$ cat src/shared/rsn_consts.svh
/*
  Timing and width constants for the reset supervisor and its processor end.
  Assumes a 200 MHz ref_clk; times are given in their own unit.
*/
`ifndef RSN_CONSTS_SVH
`define RSN_CONSTS_SVH

`define RSN_CLK_MHZ         200
`define RSN_HOLD_MS         350
`define RSN_CLK_STALL_MS    50
`define RSN_CYC_PER_MS      (`RSN_CLK_MHZ * 1000)
`define RSN_HOLD_CYC        (`RSN_HOLD_MS * `RSN_CYC_PER_MS)
`define RSN_STALL_CYC       (`RSN_CLK_STALL_MS * `RSN_CYC_PER_MS)
`define RSN_CNT_W           27
`define RSN_IRQ_LINES       5
`define RSN_CPU_CLOCK_ACTIVITY_OUT_DIV      4
`define RSN_DIV_W           4

`endif

$ cat src/shared/rsn_pkg.sv
/*
  Types shared by both ends of the reset supervisor link.
  Assumes rsn_consts.svh is on the include path.
*/
`default_nettype none
package rsn_pkg;
  typedef enum logic [1:0] {
    RSN_ST_HOLD = 2'b00,
    RSN_ST_RUN  = 2'b01
  } rsn_state_t;

  typedef enum logic [0:0] {
    RSN_CPU_RESET = 1'b0,
    RSN_CPU_RUN   = 1'b1
  } rsn_cpu_state_t;
endpackage
`default_nettype wire

$ cat src/shared/rsn_link_if.sv
/*
  Link between the supervisor and the processor end.
  Assumes both ends run on the same ref_clk.
*/
`timescale 1ns/1ps
`default_nettype none
`include "rsn_consts.svh"
interface rsn_link_if;
  logic                      supervisor_reset_n;
  logic                      nmi;
  logic                      cpu_clock_activity_out;
  logic [`RSN_IRQ_LINES-1:0] maskable_irq;

  modport sup
  (
    output supervisor_reset_n,
    output nmi,
    output maskable_irq,
    input  cpu_clock_activity_out
  );

  modport cpu
  (
    input  supervisor_reset_n,
    input  nmi,
    input  maskable_irq,
    output cpu_clock_activity_out
  );
endinterface
`default_nettype wire

$ cat src/hdl/rsn_supervisor.sv
/*
  Reset supervisor: holds processor reset on low supply, manual switch and
  stalled processor clock, stretches release, and drives the halt request.
  Assumes supply_ok, supply_drop, the switch and the jumper are synchronous
  to ref_clk and already debounced.
*/
`timescale 1ns/1ps
`default_nettype none
`include "rsn_consts.svh"
// What this block does
// - Hold reset while supply below valid level
// - Hold reset 350 ms after supply good
// - Assert reset on significant supply fall
// - Processor supplies clock activity pulse train
// - Reset after 50 ms without clock activity
// - Manual switch press asserts reset
// - Hold reset 350 ms after switch release
// - Processor keeps five maskable interrupts disabled
// - Watchdog timeout drives halting non-maskable interrupt
// - Fitted calibration jumper suppresses the interrupt
// - Absent jumper: latch drives interrupt high
// - Leave jumper out in normal operation
module rsn_supervisor
  import rsn_pkg::*;
#(
  parameter int HOLD_CYC  = `RSN_HOLD_CYC,
  parameter int STALL_CYC = `RSN_STALL_CYC
)
(
  input  wire logic ref_clk,                        // System clock
  input  wire logic resetn,                         // Async reset, low active
  input  wire logic supply_ok,                      // Logic rail above 4.5 V
  input  wire logic supply_drop,                    // Significant rail fall seen
  input  wire logic manual_reset_switch,            // Pressed when high
  input  wire logic calibration_nmi_disable_jumper, // Fitted when high
  input  wire logic watchdog_timeout,               // Watchdog expiry pulse
  rsn_link_if.sup   link,                           // Link to the processor
  output logic      reset_active,                   // Reset held, from register
  output logic      stall_reset                     // Last reset from clock stall
);
  import rsn_pkg::*;

  initial
  begin
    if (HOLD_CYC < 1 || HOLD_CYC >= (1 << `RSN_CNT_W))
      $error("rsn_supervisor: HOLD_CYC out of range");
    if (STALL_CYC < 2 || STALL_CYC >= (1 << `RSN_CNT_W))
      $error("rsn_supervisor: STALL_CYC out of range");
    if ($bits(link.maskable_irq) != `RSN_IRQ_LINES)
      $error("rsn_supervisor: interrupt line count mismatch");
  end

  rsn_state_t                state_q;
  rsn_state_t                state_d;
  logic [`RSN_CNT_W-1:0]     hold_q;
  logic [`RSN_CNT_W-1:0]     hold_d;
  logic [`RSN_CNT_W-1:0]     stall_q;
  logic [`RSN_CNT_W-1:0]     stall_d;
  logic                      act_q;
  logic                      halt_request_latch_q;
  logic                      halt_request_latch_d;
  logic                      stall_flag_q;
  logic                      stall_flag_d;
  logic [`RSN_IRQ_LINES-1:0] irq_off;

  // Cause decode; any one of them pulls reset low at once
  wire                  supply_cause = !supply_ok || supply_drop;
  wire                  switch_cause = manual_reset_switch;
  wire                  stalled      = (stall_q == `RSN_CNT_W'(STALL_CYC - 1));
  wire                  cause        = supply_cause || switch_cause || stalled;
  wire                  in_run       = (state_q == RSN_ST_RUN);
  wire                  hold_done    = (hold_q == `RSN_CNT_W'(HOLD_CYC - 1));
  wire                  activity     = (link.cpu_clock_activity_out != act_q);
  wire                  watch_clear  = !in_run || activity || stalled;
  wire                  halt_set     = watchdog_timeout && in_run;
  wire                  flag_clear   = supply_cause || switch_cause;
  wire                  reset_out_n  = in_run && !cause;
  wire [`RSN_CNT_W-1:0] hold_inc     = hold_q + `RSN_CNT_W'(1);
  wire [`RSN_CNT_W-1:0] stall_inc    = stall_q + `RSN_CNT_W'(1);

  // Stretch counter restarts on every new cause
  always_comb
  begin
    state_d = state_q;
    hold_d  = hold_q;
    if (cause)
    begin
      state_d = RSN_ST_HOLD;
      hold_d  = '0;
    end
    else
    begin
      unique case (state_q)
        RSN_ST_HOLD:
        begin
          hold_d = hold_inc;
          if (hold_done)
            state_d = RSN_ST_RUN;
        end
        RSN_ST_RUN:
        begin
          hold_d = hold_q;
        end
        default:
        begin
          state_d = RSN_ST_HOLD;
          hold_d  = '0;
        end
      endcase
    end
  end

  // Clock activity watch, only while the processor runs
  always_comb
  begin
    stall_d = stall_inc;
    if (watch_clear)
      stall_d = '0;
  end

  // Stall marker kept until a supply or switch cause
  always_comb
  begin
    stall_flag_d = stall_flag_q;
    if (stalled)
      stall_flag_d = 1'b1;
    else if (flag_clear)
      stall_flag_d = 1'b0;
  end

  // Halt request latch, cleared only by processor reset
  always_comb
  begin
    halt_request_latch_d = halt_request_latch_q;
    if (halt_set)
      halt_request_latch_d = 1'b1;
    else if (!in_run)
      halt_request_latch_d = 1'b0;
  end

  // Hold or run state
  always_ff @(posedge ref_clk or negedge resetn)
  begin
    if (!resetn)
      state_q <= RSN_ST_HOLD;
    else
      state_q <= state_d;
  end

  // Release stretch count
  always_ff @(posedge ref_clk or negedge resetn)
  begin
    if (!resetn)
      hold_q <= '0;
    else
      hold_q <= hold_d;
  end

  // Cycles without processor clock activity
  always_ff @(posedge ref_clk or negedge resetn)
  begin
    if (!resetn)
      stall_q <= '0;
    else
      stall_q <= stall_d;
  end

  // Last seen level of the activity toggle
  always_ff @(posedge ref_clk or negedge resetn)
  begin
    if (!resetn)
      act_q <= 1'b0;
    else
      act_q <= link.cpu_clock_activity_out;
  end

  // Stall marker
  always_ff @(posedge ref_clk or negedge resetn)
  begin
    if (!resetn)
      stall_flag_q <= 1'b0;
    else
      stall_flag_q <= stall_flag_d;
  end

  // Halt request
  always_ff @(posedge ref_clk or negedge resetn)
  begin
    if (!resetn)
      halt_request_latch_q <= 1'b0;
    else
      halt_request_latch_q <= halt_request_latch_d;
  end

  // Every maskable line is held inactive
  generate
    for (genvar g = 0; g < `RSN_IRQ_LINES; g++)
    begin : g_irq_off
      assign irq_off[g] = 1'b0;
    end
  endgenerate

  // Reset asserts combinationally on a cause, without waiting for a clock
  assign link.supervisor_reset_n = reset_out_n;
  assign link.nmi = halt_request_latch_q && !calibration_nmi_disable_jumper;
  assign link.maskable_irq = irq_off;
  assign reset_active = !in_run;
  assign stall_reset  = stall_flag_q;
endmodule
`default_nettype wire

$ cat src/flat_wrapper.sv
// flat-port wrapper written by rule: the top's interface ports become plain ports
module rsn_supervisor_flat import rsn_pkg::*;
#(
  parameter int HOLD_CYC  = `RSN_HOLD_CYC,
  parameter int STALL_CYC = `RSN_STALL_CYC
)
  (ref_clk, resetn, supply_ok, supply_drop, manual_reset_switch, calibration_nmi_disable_jumper, watchdog_timeout, reset_active, stall_reset, link_supervisor_reset_n, link_nmi, link_maskable_irq, link_cpu_clock_activity_out);
  rsn_link_if link_i ();
  input  wire logic ref_clk;
  input  wire logic resetn;
  input  wire logic supply_ok;
  input  wire logic supply_drop;
  input  wire logic manual_reset_switch;
  input  wire logic calibration_nmi_disable_jumper;
  input  wire logic watchdog_timeout;
  output logic reset_active;
  output logic stall_reset;
  output wire logic [$bits(link_i.supervisor_reset_n)-1:0] link_supervisor_reset_n;
  output wire logic [$bits(link_i.nmi)-1:0] link_nmi;
  output wire logic [$bits(link_i.maskable_irq)-1:0] link_maskable_irq;
  input wire logic [$bits(link_i.cpu_clock_activity_out)-1:0] link_cpu_clock_activity_out;
  assign link_supervisor_reset_n = link_i.supervisor_reset_n;
  assign link_nmi = link_i.nmi;
  assign link_maskable_irq = link_i.maskable_irq;
  assign link_i.cpu_clock_activity_out = link_cpu_clock_activity_out;
  rsn_supervisor #(.HOLD_CYC(HOLD_CYC), .STALL_CYC(STALL_CYC)) u_core (.ref_clk(ref_clk), .resetn(resetn), .supply_ok(supply_ok), .supply_drop(supply_drop), .manual_reset_switch(manual_reset_switch), .calibration_nmi_disable_jumper(calibration_nmi_disable_jumper), .watchdog_timeout(watchdog_timeout), .link(link_i), .reset_active(reset_active), .stall_reset(stall_reset));
endmodule
$ cat config.mk
export PLATFORM = sky130hd
export DESIGN_NAME = rsn_supervisor_flat
export DESIGN_NICKNAME = d
export VERILOG_FILES = /design/src/shared/rsn_pkg.sv /design/src/shared/rsn_link_if.sv /design/src/hdl/rsn_supervisor.sv /design/src/flat_wrapper.sv
export VERILOG_INCLUDE_DIRS = /design/src /design/src/shared
export SDC_FILE = /design/constraint.sdc
export NUM_CORES = 1
export LEC_CHECK = 0
export ABC_CLOCK_PERIOD_IN_PS = 5450
export BUFFER_PORTS_ARGS = -buffer_cell sky130_fd_sc_hd__buf_2
export CAP_MARGIN = 20
export CORE_ASPECT_RATIO = 1.25
export CORE_MARGIN = 5
export CORE_UTILIZATION = 45
export DETAILED_ROUTE_END_ITERATION = 8
export HOLD_SLACK_MARGIN = 0.05
export PLACE_DENSITY_LB_ADDON = 0.05
export SYNTH_ARGS = -nofsm -noshare
export SYNTH_HDL_FRONTEND = slang
export SYNTH_SLANG_ARGS = --single-unit
export TNS_END_PERCENT = 10
$ cat constraint.sdc
create_clock -name ref_clk -period 5.45 [get_ports ref_clk]
set_input_delay 1.3625 -clock ref_clk [delete_from_list [all_inputs] [get_ports ref_clk]]
set_output_delay 1.3625 -clock ref_clk [all_outputs]
set_load 0.1 [all_outputs]
# Word-level counts from Yosys, hierarchy flattened
# Cells that the tools add are included.
# W data, S select, Z words.
[op_classes]
n_mux = 10
eq_ne = 7
n_reduce_logical = 15
addsub = 2
[op_table]
columns = ["cell", "count"]
rows = [
  ["$add A27 B1 Y27 const B", 2],
  ["$mux W27", 2],
  ["$pmux W27 S2", 1],
  ["$eq A27 B24 Y1 const B", 1],
  ["$eq A27 B27 Y1 const B", 1],
  ["$logic_or A1 B1 Y1", 5],
  ["$logic_not A1 Y1", 4],
  ["$mux W1", 4],
  ["$mux W2", 2],
  ["$pmux W2 S2", 1],
  ["$logic_and A1 B1 Y1", 3],
  ["$ne A3 B1 Y1 const B", 1],
  ["$eq A2 B1 Y1 const B", 1],
  ["$logic_not A2 Y1", 1],
  ["$ne A2 B1 Y1 const B", 1],
  ["$ne A2 B2 Y1 const B", 1],
  ["$reduce_and A2 Y1", 1],
  ["$reduce_bool A2 Y1", 1],
  ["$ne A1 B1 Y1", 1],
]
[totals]
output_inout_bits = 9
elab_cells = 40
ff_bits = 59
in_bits = 8

# Logic depth before layout (Yosys ltp)
# Gate-level depths: netlist (run 1).
[depth]
depth_word = 6
ltp_mapped = 8

# Worst setup path after synthesis (run 1)
# No wires, ideal clock.
[synth_path]
path_kind = "input port to output port"
start = "input port manual_reset_switch"
end = "output port link_supervisor_reset_n"
arrival_ns = 3.296
path_slack_ns = 0.792
n_path_buf = 2
t_required_ns = 4.088
path_stages = 5
cell_sequence = "nor3b_1 -> o31ai_1 -> buf_2 -> buf_2 -> nor2_1"
[synth_between]
elab_chain_len = 4
[synth_rtl]
columns = ["element", "line_no", "rtl"]
rows = [
  ["start: declaration", "flat_wrapper.sv:13", "input wire logic manual_reset_switch;"],
  ["$logic_or A1 B1 Y1 (2 in series)", "rsn_supervisor.sv:70", "wire cause = supply_cause || switch_cause || stalled;"],
  ["$logic_not A1 Y1", "rsn_supervisor.sv:77", "wire reset_out_n = in_run && !cause;"],
  ["$logic_and A1 B1 Y1", "rsn_supervisor.sv:77", ""],
  ["end: declaration", "flat_wrapper.sv:18", "output wire logic [$bits(link_i.supervisor_reset_n)-1:0] link_supervisor_reset_n;"],
]
# No other way between the ends.

# Worst setup path in the final report (run 1)
[layout_path]
start = "register u_core.stall_q[0]"
end = "output port link_supervisor_reset_n"
[layout_between]
elab_chain_len = 4
[layout_rtl]
columns = ["element", "line_no", "rtl"]
rows = [
  ["start: declaration", "rsn_supervisor.sv:57", "logic [`RSN_CNT_W-1:0] stall_q;"],
  ["start signal: assignment", "rsn_supervisor.sv:165", "stall_q <= stall_d;"],
  ["$eq A27 B24 Y1", "rsn_supervisor.sv:69", "wire stalled = (stall_q == `RSN_CNT_W'(STALL_CYC - 1));"],
  ["$logic_or A1 B1 Y1", "rsn_supervisor.sv:70", ""],
  ["$logic_not A1 Y1", "rsn_supervisor.sv:77", ""],
  ["$logic_and A1 B1 Y1", "rsn_supervisor.sv:77", ""],
]
# No other way between the ends.

==> impl_metrics.tcl, run 1 <==
set metrics [dict create \
    worst_pin_slew_ns 0.723 \
    fin_crit_ns 4.04 \
    grt_pass1_wl_mm 11.2 \
    path_class "register to primary output" \
    finClkSkew_ns 0.00756 \
    critPathSlowestCell "o31ai_4" \
    r2r_slack_ns 2.97 \
    pwr-share-comb_pct 3.9 \
    syn_to_final_growth_pct 10.0 \
    grt_max_degree 59 \
    place_ws_ns 1.22 \
    die_w_um 84.0 \
    ios 17 \
    vias 2463 \
    cts.repair.resized 0 \
    critical_path_arrival_ns 2.68 \
    syn_area_per_cell_um2 9.47 \
    numCtsBuffers 9 \
    critPathTopFamily "simple AND/OR/NAND/NOR gates" \
    die-height_um 102 \
    antenna_found_initial 0 \
    root_buffer "clkbuf_8" \
    first_global_vias 2399 \
    maxCapViolations 0 \
    p_per_area_nw_per_um2 244 \
    setup_slack_ns 1.41 \
    ys_seq_elements 58 \
    cp_max_fo 10 \
    h-tree-depth 3 \
    fp.dieArea_um2 8600 \
    period_share_pct 74.1 \
    crit_chain "ha_1 > and2_1 > nand4_1 > o31ai_4 > nor2_1 > buf_2" \
    drive_gt1_share_pct 9.73 \
    gr-total-overflow 0 \
    portBuffers 11 \
    max_slew_margin_pct 51.8 \
    drt_iter0_markers 89 \
    r2r-start "u_core.stall_q[0]" \
    internal-power_uw 637 \
    wirelength_mm 6.53 \
    ys_seq_area_share_pct 47.2 \
    antenna_cells 0 \
    hold_path.class "register to register" \
    firstDrtPassIters 4 \
    wl_per_cell_um 15.3 \
    yosysUniqueCellTypes 41 \
    postPlaceCellArea_um2 3190 \
    cts_max_path_buffers 2 \
    rsz0062_at_grt "false" \
    syn-cell-area_um2 3080 \
    rows 33 \
    p_sw_share_pct 22.8 \
    place_congestion 0.844 \
    synthCells 325 \
    drc_errors 0 \
    power_frac_seq_pct 52.4 \
    hold_buffers 0 \
    crit_buf_inv 1 \
    hold_start "u_core.stall_reset" \
    start_kind "register" \
    status "completed" \
    cts_tree "yes" \
    cp.required_ns 4.09 \
    p_clk_share_pct 43.7 \
    finalSetupViolations 0 \
    total_power_uw 825 \
    crit_path_start "u_core.stall_q[0]" \
    final.setup.tns_ns 0 \
    vdd.ir_drop.worst_mv 0.132 \
    max_clock_freq_ghz 0.248 \
    yosysTopAreaCell "dfrtp_1" \
    slew_violations 0 \
    ys_warn_count 0 \
    clk_pin_slew_ns 0.06 \
    synth_top_area_share_pct 47.2 \
    fillers 650 \
    hold_viol 0 \
    ant_nets 0 \
    yosys-top-cells-area "dfrtp_1 47%, or4_1 5.4%, o31ai_1 5.1%" \
    final_design_area_no_fill_um2 3390 \
    crit_path_max_incr_delay_ns 0.62 \
    cts_setup_buffers 0 \
    drt-vias-per-instance 5.78 \
    end_kind "primary output" \
    coreArea_um2 6610 \
    clkSinkCount 58 \
    grt_usage_pct 16.3 \
    initial_utilization_pct 46.6 \
    p_switching_uw 188 \
    dp_hpwl_mm 4.50 \
    leakage_nw 1.26 \
    fin_nets 344 \
    clk_latency_ns 0.33 \
]
==> flip-flops by register name, summed over array words and instances (netlist names) <==
register                     count
u_core.stall_q                  27
u_core.state_q                   1
u_core.halt_request_latch_q      1
u_core.stall_reset               1
u_core.hold_q                   27
u_core.act_q                     1
==> worst paths after layout <==
path	to	depth (start not counted)
setup reg to reg	u_core.hold_q[14]	6
hold reg to reg	u_core.stall_reset	2
min in group asynchronous	u_core.hold_q[22]	2
hold / removal	u_core.stall_reset	2
setup / recovery	link_supervisor_reset_n	6
max in group asynchronous	u_core.stall_q[23]	2
==> worst register-to-register path, cell delays in order, from the launching register on <==
cell	delay, ns
dfrtp_1	0.42
ha_1	0.26
and2_1	0.27
nand4_1	0.40
o31ai_4	0.62
buf_8	0.24
o21ba_1	0.17
==> routing by layer <==
metal	global-route usage (%)	wire [µm]
met1	19.3	2840
met2	28.0	3390
met3	2.74	104
met4	9.90	193
met5	0	0
==> synthesized netlist by cell type (all sizes together) <==
cell type / count
o211ai: 2
ha: 2
nor3: 2
buf: 14
a21oi: 27
nand3b: 1
nor2b: 2
a31oi: 1
nor4b: 4
nand4: 13
nor4bb: 1
or4b: 1
xor2: 14
clkbuf: 6
o31ai: 21
nor2: 32
and3b: 1
o21ba: 1
nand2: 21
o311ai: 1
mux2i: 2
o21a: 1
inv: 6
xnor2: 10
nor4: 7
o21ai: 6
and4: 4
conb: 1
and4b: 1
or3: 6
and3: 4
nand4b: 2
or4: 23
and2: 3
dfrtp: 58
nand3: 23
nor3b: 1
==> per-stage QoR <==
| stage | hold slack (ns) | instances | utilization (%) |
|---|---|---|---|
| 2_1_floorplan | 0.453 | 329 | - |
| 3_3_place_gp | 0.469 | 409 | 48.3 |
| 3_5_place_dp | 0.474 | 409 | 48.3 |
| 4_1_cts | 0.488 | 425 | 51.0 |
| 5_1_grt | 0.499 | 426 | 51.3 |
| 6_report | 0.484 | 426 | 51.3 |
==> power groups by stage <==
stage	registers (mW)	clock network, mW	logic [mW]
final	0.432	0.361	0.0322
after global routing	0.432	0.398	0.0357
after CTS	0.432	0.376	0.0323
after detailed placement	0.440	0	0.0324
after global placement	0.440	0	0.0321
after floorplan	0.440	0	0.0221
==> cell usage in the layout (no fill, tap or decap), types with 2 or more instances in the layout <==
cell and instances:
nor4b_1 4, and3_1 4, nor2b_1 2, or3_1 6, or4_1 22, mux2i_1 2, a21oi_1 27, clkinv_2 2
and4_1 4, clkbuf_1 2, clkbuf_8 12, buf_4 2, xor2_1 14, nand2_1 21, nand3_1 23, conb_1 5
nor3_1 2, inv_1 6, nor4_1 7, and2_1 3, dfrtp_1 58, o211ai_1 2, nand4b_1 2, o31ai_1 20
buf_2 11, nand4_1 12, nor2_1 32, ha_1 2, o21ai_0 6, xnor2_1 10
==> area by class of cell <==
cell class              count  area, µm²  share of cell area, %
multi-input cells         245       1540                   45.4
well taps                  87        109                   3.21
clock buffers              14        173                   5.10
flip-flops and latches     58       1450                   42.9
repair buffers             14       85.1                   2.51
clock inverters             2       10.0                  0.296
inverters                   6       22.5                  0.665
==> cell families (layout without fill, tap and decap cells) <==
kind of cell               after synthesis  after routing  share of synthesized area, %
and+or+nand+nor                        152            152                          28.3
AOI/OAI and AO/OA                       60             60                          12.0
DFF                                     58             58                          47.2
buffers and inverters                   26             36                          4.11
xor gates and xnor gates                24             24                          6.83
adders and majority gates                2              2                         0.813
muxes                                    2              2                         0.650
other                                    1              5                         0.122
Note: power is estimated with default switching activity, not from simulation.
==> run 2: changes to the inputs <==
--- a/config.mk
+++ b/config.mk
@@ -6,7 +6,7 @@
 export SDC_FILE = /design/constraint.sdc
 export NUM_CORES = 1
 export LEC_CHECK = 0
-export ABC_CLOCK_PERIOD_IN_PS = 5450
+export ABC_CLOCK_PERIOD_IN_PS = 3500
 export BUFFER_PORTS_ARGS = -buffer_cell sky130_fd_sc_hd__buf_2
 export CAP_MARGIN = 20
 export CORE_ASPECT_RATIO = 1.25
==> constraint.sdc (replaced) <==
create_clock -name ref_clk -period 3.5 [get_ports ref_clk]
set_input_delay 0.875 -clock ref_clk [delete_from_list [all_inputs] [get_ports ref_clk]]
set_output_delay 0.875 -clock ref_clk [all_outputs]
set_load 0.1 [all_outputs]
==> run 2 against run 1 <==
Flip-flop and latch count unchanged. Core utilization is 0.70 points higher. Sequential share of layout area shrank 0.58 points. Critical endpoint unchanged. Highest routed layer unchanged. Routed wire length grew 3.5%. Non-clock buffer count grew 2.
==> impl_metrics.tcl, run 2 (synthesized netlist as in run 1, its figures left out) <==
set metrics [dict create \
    crit_buf_inv 1 \
    ant_nets 0 \
    fin_hold_ws_ns 0.480 \
    drive_gt1_share_pct 10.9 \
    firstDrtPassIters 4 \
    reg2reg_to "u_core.hold_q[14]" \
    power_frac_seq_pct 47.6 \
    wirelength_mm 6.76 \
    vias 2482 \
    hold_buffers 0 \
    fp.dieArea_um2 8600 \
    slew_violations 0 \
    crit_path_max_incr_delay_ns 0.42 \
    dp_hpwl_mm 4.68 \
    cp.required_ns 2.62 \
    grt_pass1_wl_mm 12.1 \
    holdPathEnd "u_core.stall_reset" \
    syn_to_final_growth_pct 11.5 \
    vdd.ir_drop.worst_mv 0.278 \
    dp_cells 412 \
    r2r_slack_ns 1.14 \
    hold_viol 0 \
    clk_pin_slew_ns 0.07 \
    finalSetupViolations 0 \
    fin_nets 346 \
    critical_path_arrival_ns 2.39 \
    internal-power_mw 1.10 \
    p_per_area_nw_per_um2 411 \
    reg2regPathDepth 6 \
    end_kind "primary output" \
    grt_usage_pct 17.6 \
    initial_utilization_pct 46.6 \
    numCtsBuffers 9 \
    fillers 614 \
    cp_max_fo 9 \
    place_congestion 0.837 \
    drt_iter0_markers 100 \
    cts_max_path_buffers 2 \
    cts_tree "yes" \
    min_path_cells 2 \
    clk_latency_ns 0.34 \
    maxCapViolations 0 \
    cts.repair.resized 0 \
    status "completed" \
    wl_met2_mm 3.57 \
    rsz0062_at_grt "false" \
    critPathTopFamily "simple AND/OR/NAND/NOR gates" \
    hold_start "u_core.stall_reset" \
    die_w_um 84.0 \
    fin_crit_ns 3.27 \
    start_kind "register" \
    layout_common_cells "58 x dfrtp_1, 31 x nor2_1, 27 x a21oi_1" \
    pwr-share-comb_pct 3.6 \
    hold_path.class "register to register" \
    final.setup.tns_ns 0 \
    grt_max_degree 30 \
    antenna_found_initial 0 \
    ios 17 \
    first_global_vias 2562 \
    final_design_area_no_fill_um2 3430 \
    max_clock_freq_ghz 0.306 \
    p_clk_share_pct 48.8 \
    final_common_cell "dfrtp_1" \
    stdcell_count 428 \
    routed.top_layer "met4" \
    drt-vias-per-instance 5.80 \
    path_class "register to primary output" \
    drt-met1-wl_mm 2.94 \
    coreArea_um2 6610 \
    p_switching_uw 316 \
    gr-total-overflow 0 \
    setup_slack_ns 0.233 \
    rows 33 \
    die-height_um 102 \
    finClkSkew_ns 0.0103 \
    leakage_nw 1.28 \
    crit_chain "ha_1 > and2_1 > nand4_1 > o31ai_4 > nor2_2 > buf_2" \
    cts_setup_buffers 0 \
    drc_errors 0 \
    r2r-start "u_core.stall_q[0]" \
    place_ws_ns 0.578 \
    p_sw_share_pct 22.4 \
    largestRegisters "u_core.hold_q (27), u_core.stall_q (27)" \
    wl_per_cell_um 15.8 \
    postPlaceCellArea_um2 3210 \
    critPathSlowestCell "dfrtp_1" \
    h-tree-depth 3 \
    dr_wl_met3_um 147 \
    root_buffer "clkbuf_8" \
    clkSinkCount 58 \
    portBuffers 11 \
    antenna_cells 0 \
    period_share_pct 93.4 \
]
==> run 2: how the worst max path moves through the flow <==
| stage | from | to | slack [ns] | depth (start not counted) |
|---|---|---|---|---|
| finish | u_core.stall_q[0] | link_supervisor_reset_n | 0.23 | 6 |
| global route | u_core.stall_q[0] | link_supervisor_reset_n | 0.03 | 6 |
| CTS | u_core.stall_q[0] | link_supervisor_reset_n | 0.20 | 6 |
| detailed placement | manual_reset_switch | link_supervisor_reset_n | 0.58 | 5 |
| global placement | manual_reset_switch | link_supervisor_reset_n | 0.61 | 5 |
| floorplan | u_core.stall_q[0] | link_supervisor_reset_n | 0.25 | 8 |
==> run 2: final cells by class <==
class	instances	area, µm²	share of cell area, %
Clock buffer	11	141	4.12
Clock inverter	5	77.6	2.26
Inverter	6	22.5	0.656
Multi-Input combinational cell	245	1540	44.8
Sequential cell	58	1450	42.3
Tap cell	87	109	3.17
Timing Repair Buffer	16	92.6	2.70
==> run 2: stage by stage <==
stage	total power [mW]	utilization [%]
floorplan	0.719	-
global placement	0.737	48.7
detailed placement	0.737	48.7
CTS	1.43	52.0
global route	1.47	52.0
finish	1.41	52.0
==> run 2: layer usage <==
| layer | vias to the layer above | global-route usage [%] |
|---|---|---|
| met2 | 29 | 31.4 |
| li1 | 1223 | - |
| met5 | - | 0 |
| met4 | 0 | 10.0 |
| met1 | 1222 | 20.1 |
| met3 | 8 | 3.06 |
==> run 2: power by group through the flow <==
stage               registers, mW  logic [mW]  clock network, mW
floorplan                   0.685      0.0344                  0
detailed placement          0.685      0.0521                  0
global route                0.672      0.0559              0.740
finish                      0.672      0.0506              0.690
CTS                         0.672      0.0521              0.705
global placement            0.685      0.0517                  0
==> run 2: worst reg2reg max path, cell delays in order, from the launching register on <==
cell and delay, ns:
dfrtp_1 0.42, ha_1 0.25, and2_1 0.26, nand4_1 0.39
o31ai_4 0.39, buf_4 0.34, o21ba_1 0.20
==> run 3: changes to the inputs <==
==> constraint.sdc (replaced) <==
create_clock -name ref_clk -period 3.5 [get_ports ref_clk]
set_input_delay 0.35 -clock ref_clk [delete_from_list [all_inputs] [get_ports ref_clk]]
set_output_delay 0.35 -clock ref_clk [all_outputs]
set_load 0.1 [all_outputs]
==> run 3 against run 2 <==
Largest power group is now sequential cells. Sequential share of layout area grew 0.29 points. Critical path type unchanged. Sequential power barely moved. Clock power fell by 17%. First-iteration DRC count is 23% lower. Die area unchanged.
==> impl_metrics.tcl, run 3 (synthesized netlist as in run 1, its figures left out) <==
set metrics [dict create \
    portBuffers 11 \
    die-height_um 102 \
    cts_max_path_buffers 2 \
    numCtsBuffers 9 \
    clk_pin_slew_ns 0.06 \
    clk_latency_ns 0.33 \
    critical_path_arrival_ns 2.34 \
    drt-vias-per-instance 5.81 \
    slew_violations 0 \
    min_path_cells 1 \
    critPathTopFamily "simple AND/OR/NAND/NOR gates" \
    antenna_found_initial 0 \
    r2r-start "u_core.stall_q[0]" \
    critPathSlowestCell "dfrtp_1" \
    syn_to_final_growth_pct 10.8 \
    path_class "register to primary output" \
    fin_nets 346 \
    reg2regPathDepth 6 \
    coreArea_um2 6610 \
    dp_cells 410 \
    leakage_nw 1.27 \
    crit_buf_inv 1 \
    fp.dieArea_um2 8600 \
    largestRegisters "u_core.hold_q (27), u_core.stall_q (27)" \
    initial_utilization_pct 46.6 \
    r2r_slack_ns 1.20 \
    first_global_vias 2495 \
    cts.repair.resized 0 \
    fin_crit_ns 2.69 \
    hold_start "link_cpu_clock_activity_out" \
    hold_viol 0 \
    start_kind "register" \
    hold_path.class "input port to register" \
    grt_max_degree 47 \
    place_congestion 0.857 \
    drc_errors 0 \
    die_w_um 84.0 \
    ios 17 \
    p_per_area_nw_per_um2 381 \
    maxCapViolations 0 \
    cts_tree "yes" \
    reg2reg_to "u_core.hold_q[14]" \
    finClkSkew_ns 0.00874 \
    clkSinkCount 58 \
    firstDrtPassIters 4 \
    final_common_cell "dfrtp_1" \
    rsz0062_at_grt "false" \
    holdPathEnd "u_core.act_q" \
    ant_nets 0 \
    drive_gt1_share_pct 9.97 \
    root_buffer "clkbuf_8" \
    finalSetupViolations 0 \
    cp.required_ns 3.15 \
    max_clock_freq_ghz 0.372 \
    grt_pass1_wl_mm 11.6 \
    crit_path_max_incr_delay_ns 0.42 \
    crit_chain "ha_1 > and2_1 > nand4_1 > o31ai_4 > nor2_1 > buf_2" \
    grt_usage_pct 17.0 \
    cp_max_fo 9 \
    rows 33 \
    stdcell_count 428 \
    dp_hpwl_mm 4.67 \
    wirelength_mm 6.80 \
    final.setup.tns_ns 0 \
    gr-total-overflow 0 \
    vdd.ir_drop.worst_mv 0.244 \
    vias 2488 \
    end_kind "primary output" \
    status "completed" \
    h-tree-depth 3 \
    period_share_pct 76.9 \
    drt_iter0_markers 77 \
    antenna_cells 0 \
    layout_common_cells "58 x dfrtp_1, 32 x nor2_1, 27 x a21oi_1" \
    wl_per_cell_um 15.9 \
]
==> run 3: worst reg2reg max path, delay by kind of cell, from the launching register on <==
| kind | cells | cell delay, ns |
|---|---|---|
| flip-flops | 1 | 0.42 |
| buffers and inverters | 1 | 0.34 |
| AND/OR/NAND/NOR | 2 | 0.62 |
| adder cells (fa/ha/maj) | 1 | 0.25 |
| AO/OA/AOI/OAI | 2 | 0.57 |
==> run 3: layout make-up <==
cell class,count,area (µm²)
Fill cell,617,3200
Multi-Input combinational cell,245,1540
Sequential cell,58,1450
Clock buffer,14,173
Tap cell,87,109
Timing Repair Buffer,16,108
Inverter,6,22.5
Clock inverter,2,10.0
==> run 3: stage by stage <==
stage                     power, mW  cell area [µm²]  hold slack [ns]  setup slack [ns]  util [%]
after floorplan               0.719             3090           0.0544             0.304         -
after global placement        0.736             3200            0.461              1.21      48.4
after detailed placement      0.736             3200            0.468              1.14      48.4
after CTS                      1.31             3380            0.135             0.763      51.2
after global routing           1.35             3410            0.134             0.590      51.6
final                          1.30             3410            0.147             0.810      51.6
==> run 3: where the power goes <==
| part | internal (mW) | switching, mW | total, mW |
|---|---|---|---|
| combinational | 0.00961 | 0.0438 | 0.0534 |
| clock | 0.313 | 0.260 | 0.573 |
| sequential | 0.672 | 0.00103 | 0.673 |
==> run 3: timing repair <==
action / in CTS / in global routing
hold endpoints to repair: 0 / 6
buffers inserted: 0 / 0
hold buffers: 0 / 1
==> run 3: worst max path at each step <==
stage               slack (ns)  depth (start not counted)                       to         startpoint
floorplan                 0.30                          8  link_supervisor_reset_n  u_core.stall_q[0]
global placement          1.21                          6  link_supervisor_reset_n  u_core.stall_q[0]
detailed placement        1.14                          6  link_supervisor_reset_n  u_core.stall_q[0]
CTS                       0.76                          6  link_supervisor_reset_n  u_core.stall_q[0]
global route              0.59                          6  link_supervisor_reset_n  u_core.stall_q[0]
finish                    0.81                          6  link_supervisor_reset_n  u_core.stall_q[0]
==> run 3: layer usage <==
metal  vias up  track usage (%)  share of wire [%]
met3        13             3.87                2.7
li1       1221                -                  -
met5         -                0                  0
met2        39             31.0                 53
met4         0             8.29                2.1
met1      1215             18.9                 42
